===== config.mk =====
export PLATFORM = sky130hd
export DESIGN_NAME = uvfh_top
export DESIGN_NICKNAME = d
export VERILOG_FILES = /design/src/uvfh_pkg.sv /design/src/uvfh_top.sv /design/src/uvfh_regs.sv /design/src/uvfh_timer.sv
export SDC_FILE = /design/constraint.sdc
export NUM_CORES = 1
export LEC_CHECK = 0
export BUFFER_PORTS_ARGS = -buffer_cell sky130_fd_sc_hd__buf_2
export CAP_MARGIN = 20
export CORE_AREA = 2 2 110 112
export CTS_CLUSTER_DIAMETER = 80
export DETAILED_ROUTE_END_ITERATION = 12
export DIE_AREA = 0 0 112 114
export GPL_ROUTABILITY_DRIVEN = 0
export PLACE_DENSITY = 0.84
export SETUP_SLACK_MARGIN = 0.1
export SLEW_MARGIN = 10
export SYNTH_ARGS = -nofsm -noshare
export SYNTH_HDL_FRONTEND = slang
export SYNTH_SLANG_ARGS = --single-unit

===== constraint.sdc =====
create_clock -name CLK -period 5.31 [get_ports CLK]
set_input_delay 0.2655 -clock CLK [delete_from_list [all_inputs] [get_ports CLK]]
set_output_delay 0.2655 -clock CLK [all_outputs]
set_load 0.005 [all_outputs]

===== src/uvfh_pkg.sv =====
/*
  Package for the output undervoltage fault handling block.
  Assumes a command-code register port driven by the management interface logic.
*/
package uvfh_pkg;

  // ==========================================================
  // Register map
  localparam logic [7:0] UVFH_OFS_WARN = 8'h43;
  localparam logic [7:0] UVFH_OFS_FAULT = 8'h44;
  localparam logic [7:0] UVFH_OFS_ACTION = 8'h45;
  localparam logic [15:0] UVFH_RST_WARN = 16'h0000;
  localparam logic [15:0] UVFH_RST_FAULT = 16'h0000;
  localparam logic [7:0] UVFH_RST_ACTION = 8'h00;

  // ==========================================================
  // Action field positions
  localparam int UVFH_RESP_MSB = 7;
  localparam int UVFH_RESP_LSB = 6;
  localparam int UVFH_RETRY_MSB = 5;
  localparam int UVFH_RETRY_LSB = 3;
  localparam int UVFH_DLY_MSB = 2;
  localparam int UVFH_DLY_LSB = 0;

  localparam logic [1:0] UVFH_RESP_IGNORE = 2'h0;
  localparam logic [1:0] UVFH_RESP_RIDE = 2'h1;
  localparam logic [1:0] UVFH_RESP_SHUT = 2'h2;
  localparam logic [1:0] UVFH_RESP_HOLD = 2'h3;
  localparam logic [2:0] UVFH_RETRY_NONE = 3'h0;
  localparam logic [2:0] UVFH_RETRY_FOREVER = 3'h7;

  localparam int UVFH_UNIT_W = 16;
  localparam int UVFH_TMR_W = UVFH_UNIT_W + 8;

  typedef enum logic [4:0] {
    UVFH_RUN = 5'h01,
    UVFH_RIDE = 5'h02,
    UVFH_OFFWAIT = 5'h04,
    UVFH_RESTART = 5'h08,
    UVFH_LATCHED = 5'h10
  } uvfh_state_t;

  typedef struct packed {
    logic wr;
    logic rd;
    logic [7:0] cmd;
    logic [15:0] wdata;
  } uvfh_req_t;

  typedef struct packed {
    logic clear_status;
    logic clear_all;
    logic ctrl_off;
  } uvfh_clr_t;

endpackage


===== src/uvfh_top.sv =====
/*
  Output undervoltage supervision: thresholds, warning flag and fault action.
  Assumes command strobes and measurements come from same-clock logic;
  the remote control pin is synchronised here.
*/
`timescale 1ns/1ns
`default_nettype none
module uvfh_top
  import uvfh_pkg::*;
(
  input wire logic CLK,
  input wire logic SYS_RST,
  input wire logic CMD_WR,
  input wire logic CMD_RD,
  input wire logic [7:0] CMD_CODE,
  input wire logic [15:0] CMD_WDATA,
  output logic [15:0] CMD_RDATA,
  output logic CMD_RVALID,
  input wire logic CLEAR_STATUS,
  input wire logic CLEAR_ALL,
  input wire logic CMD_OFF,
  input wire logic CTRL_PIN_OFF,
  input wire logic [UVFH_UNIT_W-1:0] UNIT_CLKS,
  input wire logic MEAS_VALID,
  input wire logic [15:0] MEAS_VOUT,
  output logic OUT_ENABLE,
  output logic UV_WARN,
  output logic UV_FAULT,
  output logic UV_LATCHED
);

  typedef struct packed {
    uvfh_state_t st;
    logic [2:0] tries;
    logic warn;
    logic fault_now;
    logic latched;
    logic en;
    logic [1:0] ctrl_sync;
    logic off_prev;
  } uvfh_top_st_t;

  uvfh_top_st_t s_reg, s_next;
  uvfh_req_t req;
  logic [15:0] warn_thr;
  logic [15:0] fault_thr;
  logic [7:0] action;
  logic [1:0] resp;
  logic [2:0] retry;
  logic [2:0] dly;
  logic tmr_start;
  logic tmr_done;
  logic below_fault;
  logic off_req;
  logic off_release;
  logic retry_left;

  assign req = '{wr: CMD_WR, rd: CMD_RD, cmd: CMD_CODE, wdata: CMD_WDATA};

  uvfh_regs u_regs (
    .clk(CLK),
    .rst(SYS_RST),
    .req(req),
    .warn_thr(warn_thr),
    .fault_thr(fault_thr),
    .action(action),
    .rdata(CMD_RDATA),
    .rvalid(CMD_RVALID)
  );

  uvfh_timer u_timer (
    .clk(CLK),
    .rst(SYS_RST),
    .start(tmr_start),
    .dly_code(dly),
    .unit_clks(UNIT_CLKS),
    .done(tmr_done)
  );

  assign resp = action[UVFH_RESP_MSB:UVFH_RESP_LSB];
  assign retry = action[UVFH_RETRY_MSB:UVFH_RETRY_LSB];
  assign dly = action[UVFH_DLY_MSB:UVFH_DLY_LSB];
  assign below_fault = MEAS_VALID ? (MEAS_VOUT < fault_thr) : s_reg.fault_now;
  assign off_req = CMD_OFF | s_reg.ctrl_sync[1];
  assign off_release = s_reg.off_prev & ~off_req;
  assign retry_left = (retry == UVFH_RETRY_FOREVER) || (s_reg.tries < retry);

  // ==========================================================
  // Fault response sequencer
  always_comb begin
    s_next = s_reg;
    tmr_start = 1'b0;
    s_next.ctrl_sync = {s_reg.ctrl_sync[0], CTRL_PIN_OFF};
    s_next.off_prev = off_req;
    s_next.fault_now = below_fault;
    if (MEAS_VALID) begin
      s_next.warn = (MEAS_VOUT < warn_thr) | (s_reg.warn & ~CLEAR_STATUS & ~CLEAR_ALL);
    end else if (CLEAR_STATUS | CLEAR_ALL) begin
      s_next.warn = 1'b0;
    end
    unique case (s_reg.st)
      UVFH_RUN: begin
        s_next.en = ~off_req;
        if (below_fault && !off_req) begin
          unique case (resp)
            UVFH_RESP_IGNORE: ;
            UVFH_RESP_RIDE: begin
              s_next.st = UVFH_RIDE;
              tmr_start = 1'b1;
            end
            UVFH_RESP_SHUT: begin
              s_next.en = 1'b0;
              s_next.tries = 3'h0;
              s_next.latched = 1'b1;
              s_next.st = (retry == UVFH_RETRY_NONE) ? UVFH_LATCHED : UVFH_OFFWAIT;
              tmr_start = 1'b1;
            end
            UVFH_RESP_HOLD: begin
              s_next.en = 1'b0;
              s_next.st = UVFH_OFFWAIT;
            end
          endcase
        end
      end
      UVFH_RIDE: begin
        if (tmr_done) begin
          s_next.tries = 3'h0;
          if (below_fault) begin
            s_next.en = 1'b0;
            s_next.latched = 1'b1;
            s_next.st = (retry == UVFH_RETRY_NONE) ? UVFH_LATCHED : UVFH_OFFWAIT;
            tmr_start = 1'b1;
          end else begin
            s_next.st = UVFH_RUN;
          end
        end
      end
      UVFH_OFFWAIT: begin
        if (resp == UVFH_RESP_HOLD) begin
          if (!below_fault) begin
            s_next.en = 1'b1;
            s_next.st = UVFH_RUN;
          end
        end else if (tmr_done) begin
          if (retry_left) begin
            s_next.en = 1'b1;
            s_next.tries = (retry == UVFH_RETRY_FOREVER) ? 3'h0 : s_reg.tries + 3'h1;
            s_next.st = UVFH_RESTART;
            tmr_start = 1'b1;
          end else begin
            s_next.st = UVFH_LATCHED;
          end
        end
      end
      UVFH_RESTART: begin
        if (below_fault) begin
          s_next.en = 1'b0;
          s_next.st = UVFH_OFFWAIT;
        end else if (tmr_done) begin
          s_next.latched = 1'b0;
          s_next.st = UVFH_RUN;
        end
      end
      UVFH_LATCHED: begin
        s_next.en = 1'b0;
      end
      default: s_next.st = UVFH_RUN;
    endcase
    if (off_req && s_reg.st != UVFH_RUN) begin
      s_next.en = 1'b0;
    end
    if ((CLEAR_STATUS | CLEAR_ALL | off_release) && s_reg.latched) begin
      s_next.latched = 1'b0;
      s_next.st = UVFH_RUN;
      s_next.en = ~off_req;
      s_next.tries = 3'h0;
    end
  end

  always_ff @(posedge CLK) begin
    if (SYS_RST) begin
      s_reg <= '{st: UVFH_RUN, tries: 3'h0, warn: 1'b0, fault_now: 1'b0, latched: 1'b0,
                 en: 1'b0, ctrl_sync: 2'h0, off_prev: 1'b0};
    end else begin
      s_reg <= s_next;
    end
  end

  assign OUT_ENABLE = s_reg.en;
  assign UV_WARN = s_reg.warn;
  assign UV_FAULT = s_reg.fault_now;
  assign UV_LATCHED = s_reg.latched;

  // ==========================================================
  // Checks
  chk_ignore_runs: assert property (@(posedge CLK) disable iff (SYS_RST)
    s_reg.st == UVFH_RUN && resp == UVFH_RESP_IGNORE && !off_req |=> OUT_ENABLE)
    else $error("ignore mode dropped output");
  chk_shut_immediate: assert property (@(posedge CLK) disable iff (SYS_RST)
    s_reg.st == UVFH_RUN && resp == UVFH_RESP_SHUT && below_fault |=> !OUT_ENABLE)
    else $error("shutdown not immediate");
  chk_ride_keeps: assert property (@(posedge CLK) disable iff (SYS_RST)
    s_reg.st == UVFH_RIDE && !tmr_done && !off_req |=> OUT_ENABLE)
    else $error("output lost during ride-through");
  chk_hold_resume: assert property (@(posedge CLK) disable iff (SYS_RST)
    s_reg.st == UVFH_OFFWAIT && resp == UVFH_RESP_HOLD && !below_fault && !off_req
    |=> OUT_ENABLE)
    else $error("hold mode did not resume");
  chk_latched_off: assert property (@(posedge CLK) disable iff (SYS_RST)
    s_reg.st == UVFH_LATCHED |-> !OUT_ENABLE)
    else $error("output on while latched");
  chk_clear_latch: assert property (@(posedge CLK) disable iff (SYS_RST)
    s_reg.latched && CLEAR_ALL |=> !UV_LATCHED)
    else $error("clear did not release latch");
  chk_retry_bound: assert property (@(posedge CLK) disable iff (SYS_RST)
    retry != UVFH_RETRY_FOREVER && s_reg.st == UVFH_RESTART |-> s_reg.tries <= retry)
    else $error("too many restart attempts");
  chk_one_retry: assert property (@(posedge CLK) disable iff (SYS_RST)
    s_reg.st == UVFH_OFFWAIT && retry == 3'h1 && s_reg.tries == 3'h1 && tmr_done
    && resp != UVFH_RESP_HOLD && !CLEAR_ALL && !CLEAR_STATUS && !off_release
    |=> s_reg.st == UVFH_LATCHED)
    else $error("second attempt after single retry");
  chk_warn_flag: assert property (@(posedge CLK) disable iff (SYS_RST)
    MEAS_VALID && MEAS_VOUT < warn_thr |=> UV_WARN)
    else $error("warning flag not set");


  // ==========================================================
  // Sequencer checks
  chk_warn_clear: assert property (@(posedge CLK) disable iff (SYS_RST)
    !MEAS_VALID && (CLEAR_STATUS || CLEAR_ALL)
    |=> !UV_WARN)
    else $error("warning flag not cleared");

  chk_hold_off: assert property (@(posedge CLK) disable iff (SYS_RST)
    s_reg.st == UVFH_RUN && resp == UVFH_RESP_HOLD && below_fault
    |=> !OUT_ENABLE)
    else $error("hold mode left output on");

  chk_restart_en: assert property (@(posedge CLK) disable iff (SYS_RST)
    s_reg.st == UVFH_OFFWAIT && resp != UVFH_RESP_HOLD && tmr_done && retry_left && !off_req
    |=> OUT_ENABLE)
    else $error("restart attempt missing");

  chk_restart_fail: assert property (@(posedge CLK) disable iff (SYS_RST)
    s_reg.st == UVFH_RESTART && below_fault && !CLEAR_STATUS && !CLEAR_ALL && !off_release
    |=> !OUT_ENABLE)
    else $error("failed restart left output on");

  chk_retry_none: assert property (@(posedge CLK) disable iff (SYS_RST)
    s_reg.st == UVFH_RUN && resp == UVFH_RESP_SHUT && below_fault && !off_req
    && retry == UVFH_RETRY_NONE |=> s_reg.st == UVFH_LATCHED)
    else $error("restart without retries");

  chk_fault_flag: assert property (@(posedge CLK) disable iff (SYS_RST)
    MEAS_VALID
    |=> UV_FAULT == $past(MEAS_VOUT < fault_thr))
    else $error("fault flag wrong");

  chk_off_disables: assert property (@(posedge CLK) disable iff (SYS_RST)
    off_req
    |=> !OUT_ENABLE)
    else $error("output on while commanded off");

  chk_ignore_fault: assert property (@(posedge CLK) disable iff (SYS_RST)
    s_reg.st == UVFH_RUN && resp == UVFH_RESP_IGNORE && below_fault
    |=> s_reg.st == UVFH_RUN)
    else $error("ignore mode left run state");

  cov_forever: cover property (@(posedge CLK) retry == UVFH_RETRY_FOREVER && s_reg.st == UVFH_RESTART);
  cov_ride: cover property (@(posedge CLK) s_reg.st == UVFH_RIDE ##1 s_reg.st == UVFH_OFFWAIT);
  cov_restart: cover property (@(posedge CLK) s_reg.st == UVFH_RESTART ##1 s_reg.st == UVFH_RUN);
  cov_latch: cover property (@(posedge CLK) s_reg.st == UVFH_LATCHED);
  cov_hold: cover property (@(posedge CLK) resp == UVFH_RESP_HOLD && s_reg.st == UVFH_OFFWAIT);

endmodule
`default_nettype wire


===== src/uvfh_regs.sv =====
/*
  Threshold and action registers of the undervoltage block.
  Assumes one request per cycle from same-clock command logic.
*/
`timescale 1ns/1ns
`default_nettype none
module uvfh_regs
  import uvfh_pkg::*;
(
  input wire logic clk,
  input wire logic rst,
  input wire uvfh_req_t req,
  output logic [15:0] warn_thr,
  output logic [15:0] fault_thr,
  output logic [7:0] action,
  output logic [15:0] rdata,
  output logic rvalid
);

  typedef struct packed {
    logic [15:0] warn;
    logic [15:0] fault;
    logic [7:0] act;
    logic [15:0] rd;
    logic rv;
  } uvfh_regs_st_t;

  uvfh_regs_st_t s_reg, s_next;

  // ==========================================================
  // Register access
  always_comb begin
    s_next = s_reg;
    s_next.rv = req.rd;
    if (req.wr) begin
      unique case (req.cmd)
        UVFH_OFS_WARN: s_next.warn = req.wdata;
        UVFH_OFS_FAULT: s_next.fault = req.wdata;
        UVFH_OFS_ACTION: s_next.act = req.wdata[7:0];
        default: ;
      endcase
    end
    if (req.rd) begin
      unique case (req.cmd)
        UVFH_OFS_WARN: s_next.rd = s_reg.warn;
        UVFH_OFS_FAULT: s_next.rd = s_reg.fault;
        UVFH_OFS_ACTION: s_next.rd = {8'h00, s_reg.act};
        default: s_next.rd = 16'h0000;
      endcase
    end
  end

  always_ff @(posedge clk) begin
    if (rst) begin
      s_reg <= '{warn: UVFH_RST_WARN, fault: UVFH_RST_FAULT, act: UVFH_RST_ACTION,
                 rd: 16'h0000, rv: 1'b0};
    end else begin
      s_reg <= s_next;
    end
  end

  assign warn_thr = s_reg.warn;
  assign fault_thr = s_reg.fault;
  assign action = s_reg.act;
  assign rdata = s_reg.rd;
  assign rvalid = s_reg.rv;

  chk_write_warn: assert property (@(posedge clk) disable iff (rst)
    req.wr && req.cmd == UVFH_OFS_WARN |=> warn_thr == $past(req.wdata))
    else $error("warning threshold not written");
  chk_write_fault: assert property (@(posedge clk) disable iff (rst)
    req.wr && req.cmd == UVFH_OFS_FAULT |=> fault_thr == $past(req.wdata))
    else $error("fault threshold not written");

endmodule
`default_nettype wire


===== src/uvfh_timer.sv =====
/*
  Delay timer: counts 2^n time units of a programmable length.
  Assumes unit length in clocks comes from the time unit register outside.
*/
`timescale 1ns/1ns
`default_nettype none
module uvfh_timer
  import uvfh_pkg::*;
(
  input wire logic clk,
  input wire logic rst,
  input wire logic start,
  input wire logic [2:0] dly_code,
  input wire logic [UVFH_UNIT_W-1:0] unit_clks,
  output logic done
);

  typedef struct packed {
    logic busy;
    logic [UVFH_TMR_W-1:0] cnt;
    logic dn;
  } uvfh_tmr_st_t;

  uvfh_tmr_st_t s_reg, s_next;
  logic [UVFH_TMR_W-1:0] total;
  logic [UVFH_UNIT_W-1:0] unit_min;

  // ==========================================================
  // 2^n units, unit at least one clock
  assign unit_min = (unit_clks == '0) ? UVFH_UNIT_W'(1) : unit_clks;
  assign total = UVFH_TMR_W'({8'h00, unit_min} << dly_code);

  always_comb begin
    s_next = s_reg;
    s_next.dn = 1'b0;
    if (start) begin
      s_next.busy = 1'b1;
      s_next.cnt = total - UVFH_TMR_W'(1);
    end else if (s_reg.busy) begin
      if (s_reg.cnt == '0) begin
        s_next.busy = 1'b0;
        s_next.dn = 1'b1;
      end else begin
        s_next.cnt = s_reg.cnt - UVFH_TMR_W'(1);
      end
    end
  end

  always_ff @(posedge clk) begin
    if (rst) begin
      s_reg <= '0;
    end else begin
      s_reg <= s_next;
    end
  end

  assign done = s_reg.dn;

  chk_timer_len: assert property (@(posedge clk) disable iff (rst)
    start && dly_code == 3'h0 && unit_clks == 16'h0001 |=> ##1 done)
    else $error("one-unit delay length wrong");

endmodule
`default_nettype wire


==> impl_results.md, run 1 <==
- Setup-failing EPs final: 0
- Boundary pin count: 86
- Commonest non-fill, non-tap cell in the layout: nand2_1
- Worst Path Max Fanout: 23
- CP Launch Type: flop
- Area Overhead vs Synth: 11.73%
- WL final: 17,450 microns
- CP max stage delay: 790 ps
- Post-route DRC: 0
- Post-DP HPWL: 12,730 microns
- Actual slew at the worst max-slew pin: 871.1 ps
- Most frequent cells in the layout: 116 x nand2_1, 103 x nor2_1, 98 x dfxtp_1
- CP cell instances: buf_4, nor2b_1, a221oi_2, a21oi_1, a221oi_1, nor4_1, and3_1, a2111oi_0, a211oi_1
- Root Driver: clkbuf_16
- Number of global-route vias before repair: 6,085
- Max FFs per register: 25
- Total negative slack: 0 ps
- Cells after synthesis: 876
- Syn_nets: 979
- CTS hold repair buffers: 0
- Setup slack, reg-to-reg: 1730 ps
- Post-synthesis sequential area ratio: 0.2896
- Final Hold Fails: 0
- Hold Path Class: input port to flop
- Total CTS buffers: 9
- WL per Instance: 16.13 microns
- CP Capture Type: flop
- Vias per std cell: 6.139
- Critical register-to-register path startpoint: u_regs.action[0]
- Die area: 0.01277 sq mm
- CTS max path bufs: 2
- CP max stage cell: dfxtp_1
- DR iter-0 viols: 507
- Die Height: 114 microns
- Max_slew headroom: 0.4193
- Tot GR Track Use: 0.2687
- Fraction of layout cells with a size suffix above 1: 0.1519
- Antenna viol nets, final: 0
- Rows: 40
- Clock skew: 9.115 ps
- Worst Path Class, Setup: flop to flop
- Post-cts sizing count: 0
- Die W: 112 microns
- Total iterations of the first detailed-routing run: 5
- Yosys cell types: 77
- Peak VDD IR: 0.1798 mV
- RSZ-0062 raised after global routing: false
- Worst Setup SP: u_regs.action[0]
- Max Freq: 0.2794 GHz
- First-pass GRT wire length: 28,540 microns
- Worst EP required: 5500 ps
- # port buffers: 85
- Fin crit period: 3579 ps
- R2R depth: 9
- Outcome: finished clean
- WHS: 124.7 ps
- GRT overflow: 0
- Max-slew violation count: 0
- Fin crit share: 0.6740
- Final net count: 1,034
- H-tree levels: 3
- Core area: 0.01171 sq mm
- Mapped Area: 0.006774 sq mm
- Lkg Pwr: 2.839 nW
- Ant. Diodes: 0
- Hold Crit Start: CTRL_PIN_OFF
- Largest net degree at the start of global routing: 53
- Yosys warns: 0
- R2R Path End: u_timer.s_reg[10]
- Starting density of the core: 0.5784
- Ys async rst share: 0
- Worst skew pair latency: 350 ps
- Via count: 6,642
- Pwr per Cell Area: 208.5 mW/mm^2
- Reg clk slew, reported paths: 70 ps
- Mean post-synth cell area: 7.733 sq um
- Initial antenna violation count: 0
- Synth Flop Type: dfxtp_1
- Post-CTS setup buffer count: 0
- Worst Hold Path EP: s_next[2]
- Hold Path Depth: 2
- Post-synth EDFFs: 0
- Maxcap violations: 0
- TritonCTS clock tree: done
- Worst EP arrival: 3770 ps
- Clock sinks: 98
- Yosys reg bits: 98
[synth_stat cells (all sizes together) (3+ instances only)]
library cell  number  share of area
and2               4         0.0037
a31oi              6         0.0055
clkbuf            39          0.022
o21ai             29          0.022
o211ai             4         0.0044
nand3b             5         0.0055
nand4              5         0.0046
a21o               9          0.010
nand3             15          0.012
nor4              19          0.020
nand4b             4         0.0052
xor2              17          0.022
buf               11          0.011
o22ai              5         0.0046
a311oi             3         0.0048
nor4b              5         0.0074
mux2i             23          0.034
mux2               7          0.012
a22oi             12          0.013
a2111oi            4         0.0079
nor2b              7         0.0065
nand2b            13          0.012
a211oi            25          0.028
mux4               8          0.027
nor2             103          0.057
or2                3         0.0028
a221oi            14          0.020
and3              14          0.013
or3                5         0.0046
nand2            116          0.064
ha                38          0.070
xnor2             19          0.025
a21oi             73          0.054
nor3              32          0.024
inv               44          0.024
o21a               5         0.0055
dfxtp             98           0.29
[final cells by class]
type | count | area [sq um]
sequential | 98 | 1962
tap | 147 | 183.9
clock inverter | 5 | 63.81
multi-input combinational | 682 | 4434
clock buffer | 10 | 239.0
fill | 998 | 4143
inverter | 46 | 172.7
timing repair buffer | 94 | 513.0
[cells by family (layout without fill, tap and decap cells)]
kind of cell             count (synthesis)  in the layout  share of synthesized area
multiplexers                            38             38                    0.07222
AO/OA/AOI/OAI                          213            213                     0.2130
buffers and inverters                   96            155                    0.05763
AND/OR/NAND/NOR                        357            357                     0.2508
XOR/XNOR                                36             36                    0.04655
adder cells (fa/ha/maj)                 38             38                    0.07019
flip-flops                              98             98                     0.2896
[critical path, delay by kind of cell, from the launching register on]
kind            cells  cell delay (ps)
compound gates      5             1700
buf+inv             1              360
simple gates        3              570
flops               1              790
[through the flow]
| step | power (W) | worst slack (ps) | util | instances | area, sq um |
|---|---|---|---|---|---|
| 4_1_cts | 0.001573 | 1679 | 0.6433 | 1081 | 7533 |
| 2_1_floorplan | 0.0008520 | 2291 | - | 876 | 6774 |
| 5_1_grt | 0.001619 | 1517 | 0.6463 | 1082 | 7569 |
| 3_5_place_dp | 0.0009187 | 1708 | 0.6174 | 1066 | 7231 |
| 3_3_place_gp | 0.0009157 | 1833 | 0.6174 | 1066 | 7231 |
| 6_report | 0.001578 | 1731 | 0.6463 | 1082 | 7569 |
[power by group]
part / switching, W / internal [W] / total (W)
Combinational: 0.0000992 / 0.0000640 / 0.000163
Clock: 0.000291 / 0.000380 / 0.000671
Sequential: 0.00000322 / 0.000741 / 0.000744
[worst max path at each step]
stage / cells past startpoint / endpoint / slack, ps
2_1_floorplan: 13 / u_timer.s_reg[13] / 2290
5_1_grt: 8 / u_timer.s_reg[10] / 1520
3_5_place_dp: 9 / u_timer.s_reg[7] / 1710
3_3_place_gp: 10 / s_reg[13] / 1830
4_1_cts: 9 / u_timer.s_reg[4] / 1680
6_report: 9 / u_timer.s_reg[10] / 1730
[layer usage]
metal,part of all wire,track usage,up-vias
met3,0.060,0.05101,30
met5,0,0,-
met2,0.47,0.4554,231
met1,0.45,0.3519,3120
li1,-,-,3261
met4,0.018,0.07886,0
(Power assumes the default switching activity.)
==> run 2, diff against run 1 <==
Settings changed: CORE_AREA 2 2 110 112 to 2 2 111 113, DIE_AREA 0 0 112 114 to 0 0 113 115, PLACE_DENSITY 0.84 to 0.82.
Clock period 5.31 ns to 3.7 ns, I/O delays scaled along.
==> impl_results.md, run 2 (synthesis results as in run 1) <==
- Outcome: finished clean
- Crit-path leading delay family: simple AND/OR/NAND/NOR gates
- Hold Path Class: input port to flop
- Post-CTS setup buffer count: 0
- GRT overflow: 0
- Most frequent CP cell: and3_1
- RSZ-0062 raised after global routing: false
- Maxcap violations: 0
- Total negative slack: 0 ps
- WL final: 17,480 microns
- Lkg Pwr: 2.848 nW
- Fin crit share: 0.8511
- CP max stage cell: dfxtp_1
- Switching part of the total: 0.2576
- CP Launch Type: flop
- Die W: 113 microns
- Max FFs per register: 25
- Total iterations of the first detailed-routing run: 4
- Vias per std cell: 6.113
- Clock sinks: 98
- Largest net degree at the start of global routing: 53
- CP cell instances: buf_4, mux4_2, mux2i_1, and3_1, nand3_2, nor4_2, and3_1, xor2_1, a211oi_1
- Fill count: 1,037
- Commonest non-fill, non-tap cell in the layout: nand2_1
- Worst EP arrival: 3350 ps
- Core area: 0.01181 sq mm
- CP max stage delay: 670 ps
- Placed cell areas: 0.007283 sq mm
- Worst Path Max Fanout: 15
- Post-cts sizing count: 0
- Ant. Diodes: 0
- Peak VDD IR: 0.2701 mV
- Setup slack, reg-to-reg: 550 ps
- CTS max path bufs: 2
- Post-DP HPWL: 12,750 microns
- First-pass GRT wire length: 28,530 microns
- Register Area: 0.001962 sq mm
- Buf/Inv on CP: 1
- Post-route cell area: 0.007564 sq mm
- # port buffers: 85
- Root Driver: clkbuf_16
- Number of global-route vias before repair: 6,077
- Starting density of the core: 0.5735
- Clock share of power: 0.409
- Worst skew pair latency: 350 ps
- Most frequent cells in the layout: 116 x nand2_1, 103 x nor2_1, 98 x dfxtp_1
- Max Freq: 0.3176 GHz
- Pwr per Cell Area: 291.4 mW/mm^2
- P_sw: 0.0005678 W
- Actual slew at the worst max-slew pin: 758.1 ps
- DR iter-0 viols: 398
- H-tree levels: 3
- Area Overhead vs Synth: 11.65%
- Area of the multi-input gates: 0.004427 sq mm
- Die Height: 115 microns
- Total CTS buffers: 9
- Tot GR Track Use: 0.2672
- Via count: 6,657
- CP Capture Type: flop
- Boundary pin count: 86
- Max_slew headroom: 0.4946
- Setup-failing EPs final: 0
- Reg clk slew, reported paths: 70 ps
- Sequential power share: 0.485
- Rows: 40
- Final net count: 1,040
- Worst Path Class, Setup: flop to flop
- Final Hold Fails: 0
- Max-slew violation count: 0
- CTS hold repair buffers: 0
- Initial antenna violation count: 0
- Internal Power: 0.001636 W
- Die area: 0.01300 sq mm
- Antenna viol nets, final: 0
- Fraction of layout cells with a size suffix above 1: 0.1561
- Worst EP required: 3900 ps
- TritonCTS clock tree: done
- Clock skew: 6.366 ps
- Combinational power share: 0.106
- Post-route DRC: 0
- Fin crit period: 3149 ps
- WL per Instance: 16.05 microns
==> run 2: changes by cell type in the layout (fill, tap and decap cells not counted), sizes merged <==
cell      change
buf           +6
bufinv        -1
clkbuf        +1
clkinv        -1
clkinvlp      +1
inv           +1
==> run 2: per-layer routing <==
metal  share of wire  GRT usage  vias up
li1                -          -     3278
met1            0.45     0.3610     3082
met2            0.45     0.4339      261
met3           0.072    0.04533       36
met4           0.021    0.09675        0
met5               0          0        -
==> run 2: final timing paths <==
check                    from                 to  cells past startpoint
max          u_regs.action[1]  u_timer.s_reg[18]                      9
min              CTRL_PIN_OFF          s_next[2]                      2
max reg2reg  u_regs.action[1]  u_timer.s_reg[18]                      9
min reg2reg         s_next[2]           s_reg[2]                      1
==> run 2: worst reg2reg max path, cell delays in order (launching register included) <==
cell	delay (ps)
dfxtp_1	670
buf_4	330
mux4_2	560
mux2i_1	200
and3_1	200
nand3_2	170
nor4_2	440
and3_1	230
xor2_1	140
a211oi_1	80
==> run 2: power by group through the flow <==
| stage | registers [W] | clock network, W | logic, W |
|---|---|---|---|
| final | 0.00107 | 0.000902 | 0.000234 |
| after global routing | 0.00107 | 0.000949 | 0.000256 |
| after CTS | 0.00107 | 0.000911 | 0.000231 |
| after detailed placement | 0.00109 | 0 | 0.000229 |
| after global placement | 0.00109 | 0 | 0.000225 |
| after floorplan | 0.00109 | 0 | 0.000131 |
==> run 2: metrics by stage <==
| stage | total power [W] | setup slack, ps | hold slack [ps] | utilization | cells |
|---|---|---|---|---|---|
| 6_report | 0.002204 | 550.9 | 42.42 | 0.6404 | 1089 |
| 5_1_grt | 0.002274 | 225.2 | 77.66 | 0.6404 | 1089 |
| 3_3_place_gp | 0.001317 | 558.3 | 415.4 | 0.6166 | 1073 |
| 3_5_place_dp | 0.001321 | 544.9 | 405.5 | 0.6166 | 1073 |
| 2_1_floorplan | 0.001223 | 680.6 | 313.2 | - | 876 |
| 4_1_cts | 0.002210 | 538.6 | 45.73 | 0.6404 | 1089 |
==> run 2: final cells by class <==
class                      count  area share
multi-input combinational    682      0.5853
sequential                    98      0.2594
timing repair buffer         100     0.07113
clock buffer                  11     0.03209
tap                          147     0.02432
inverter                      46     0.02283
clock inverter                 5    0.004963
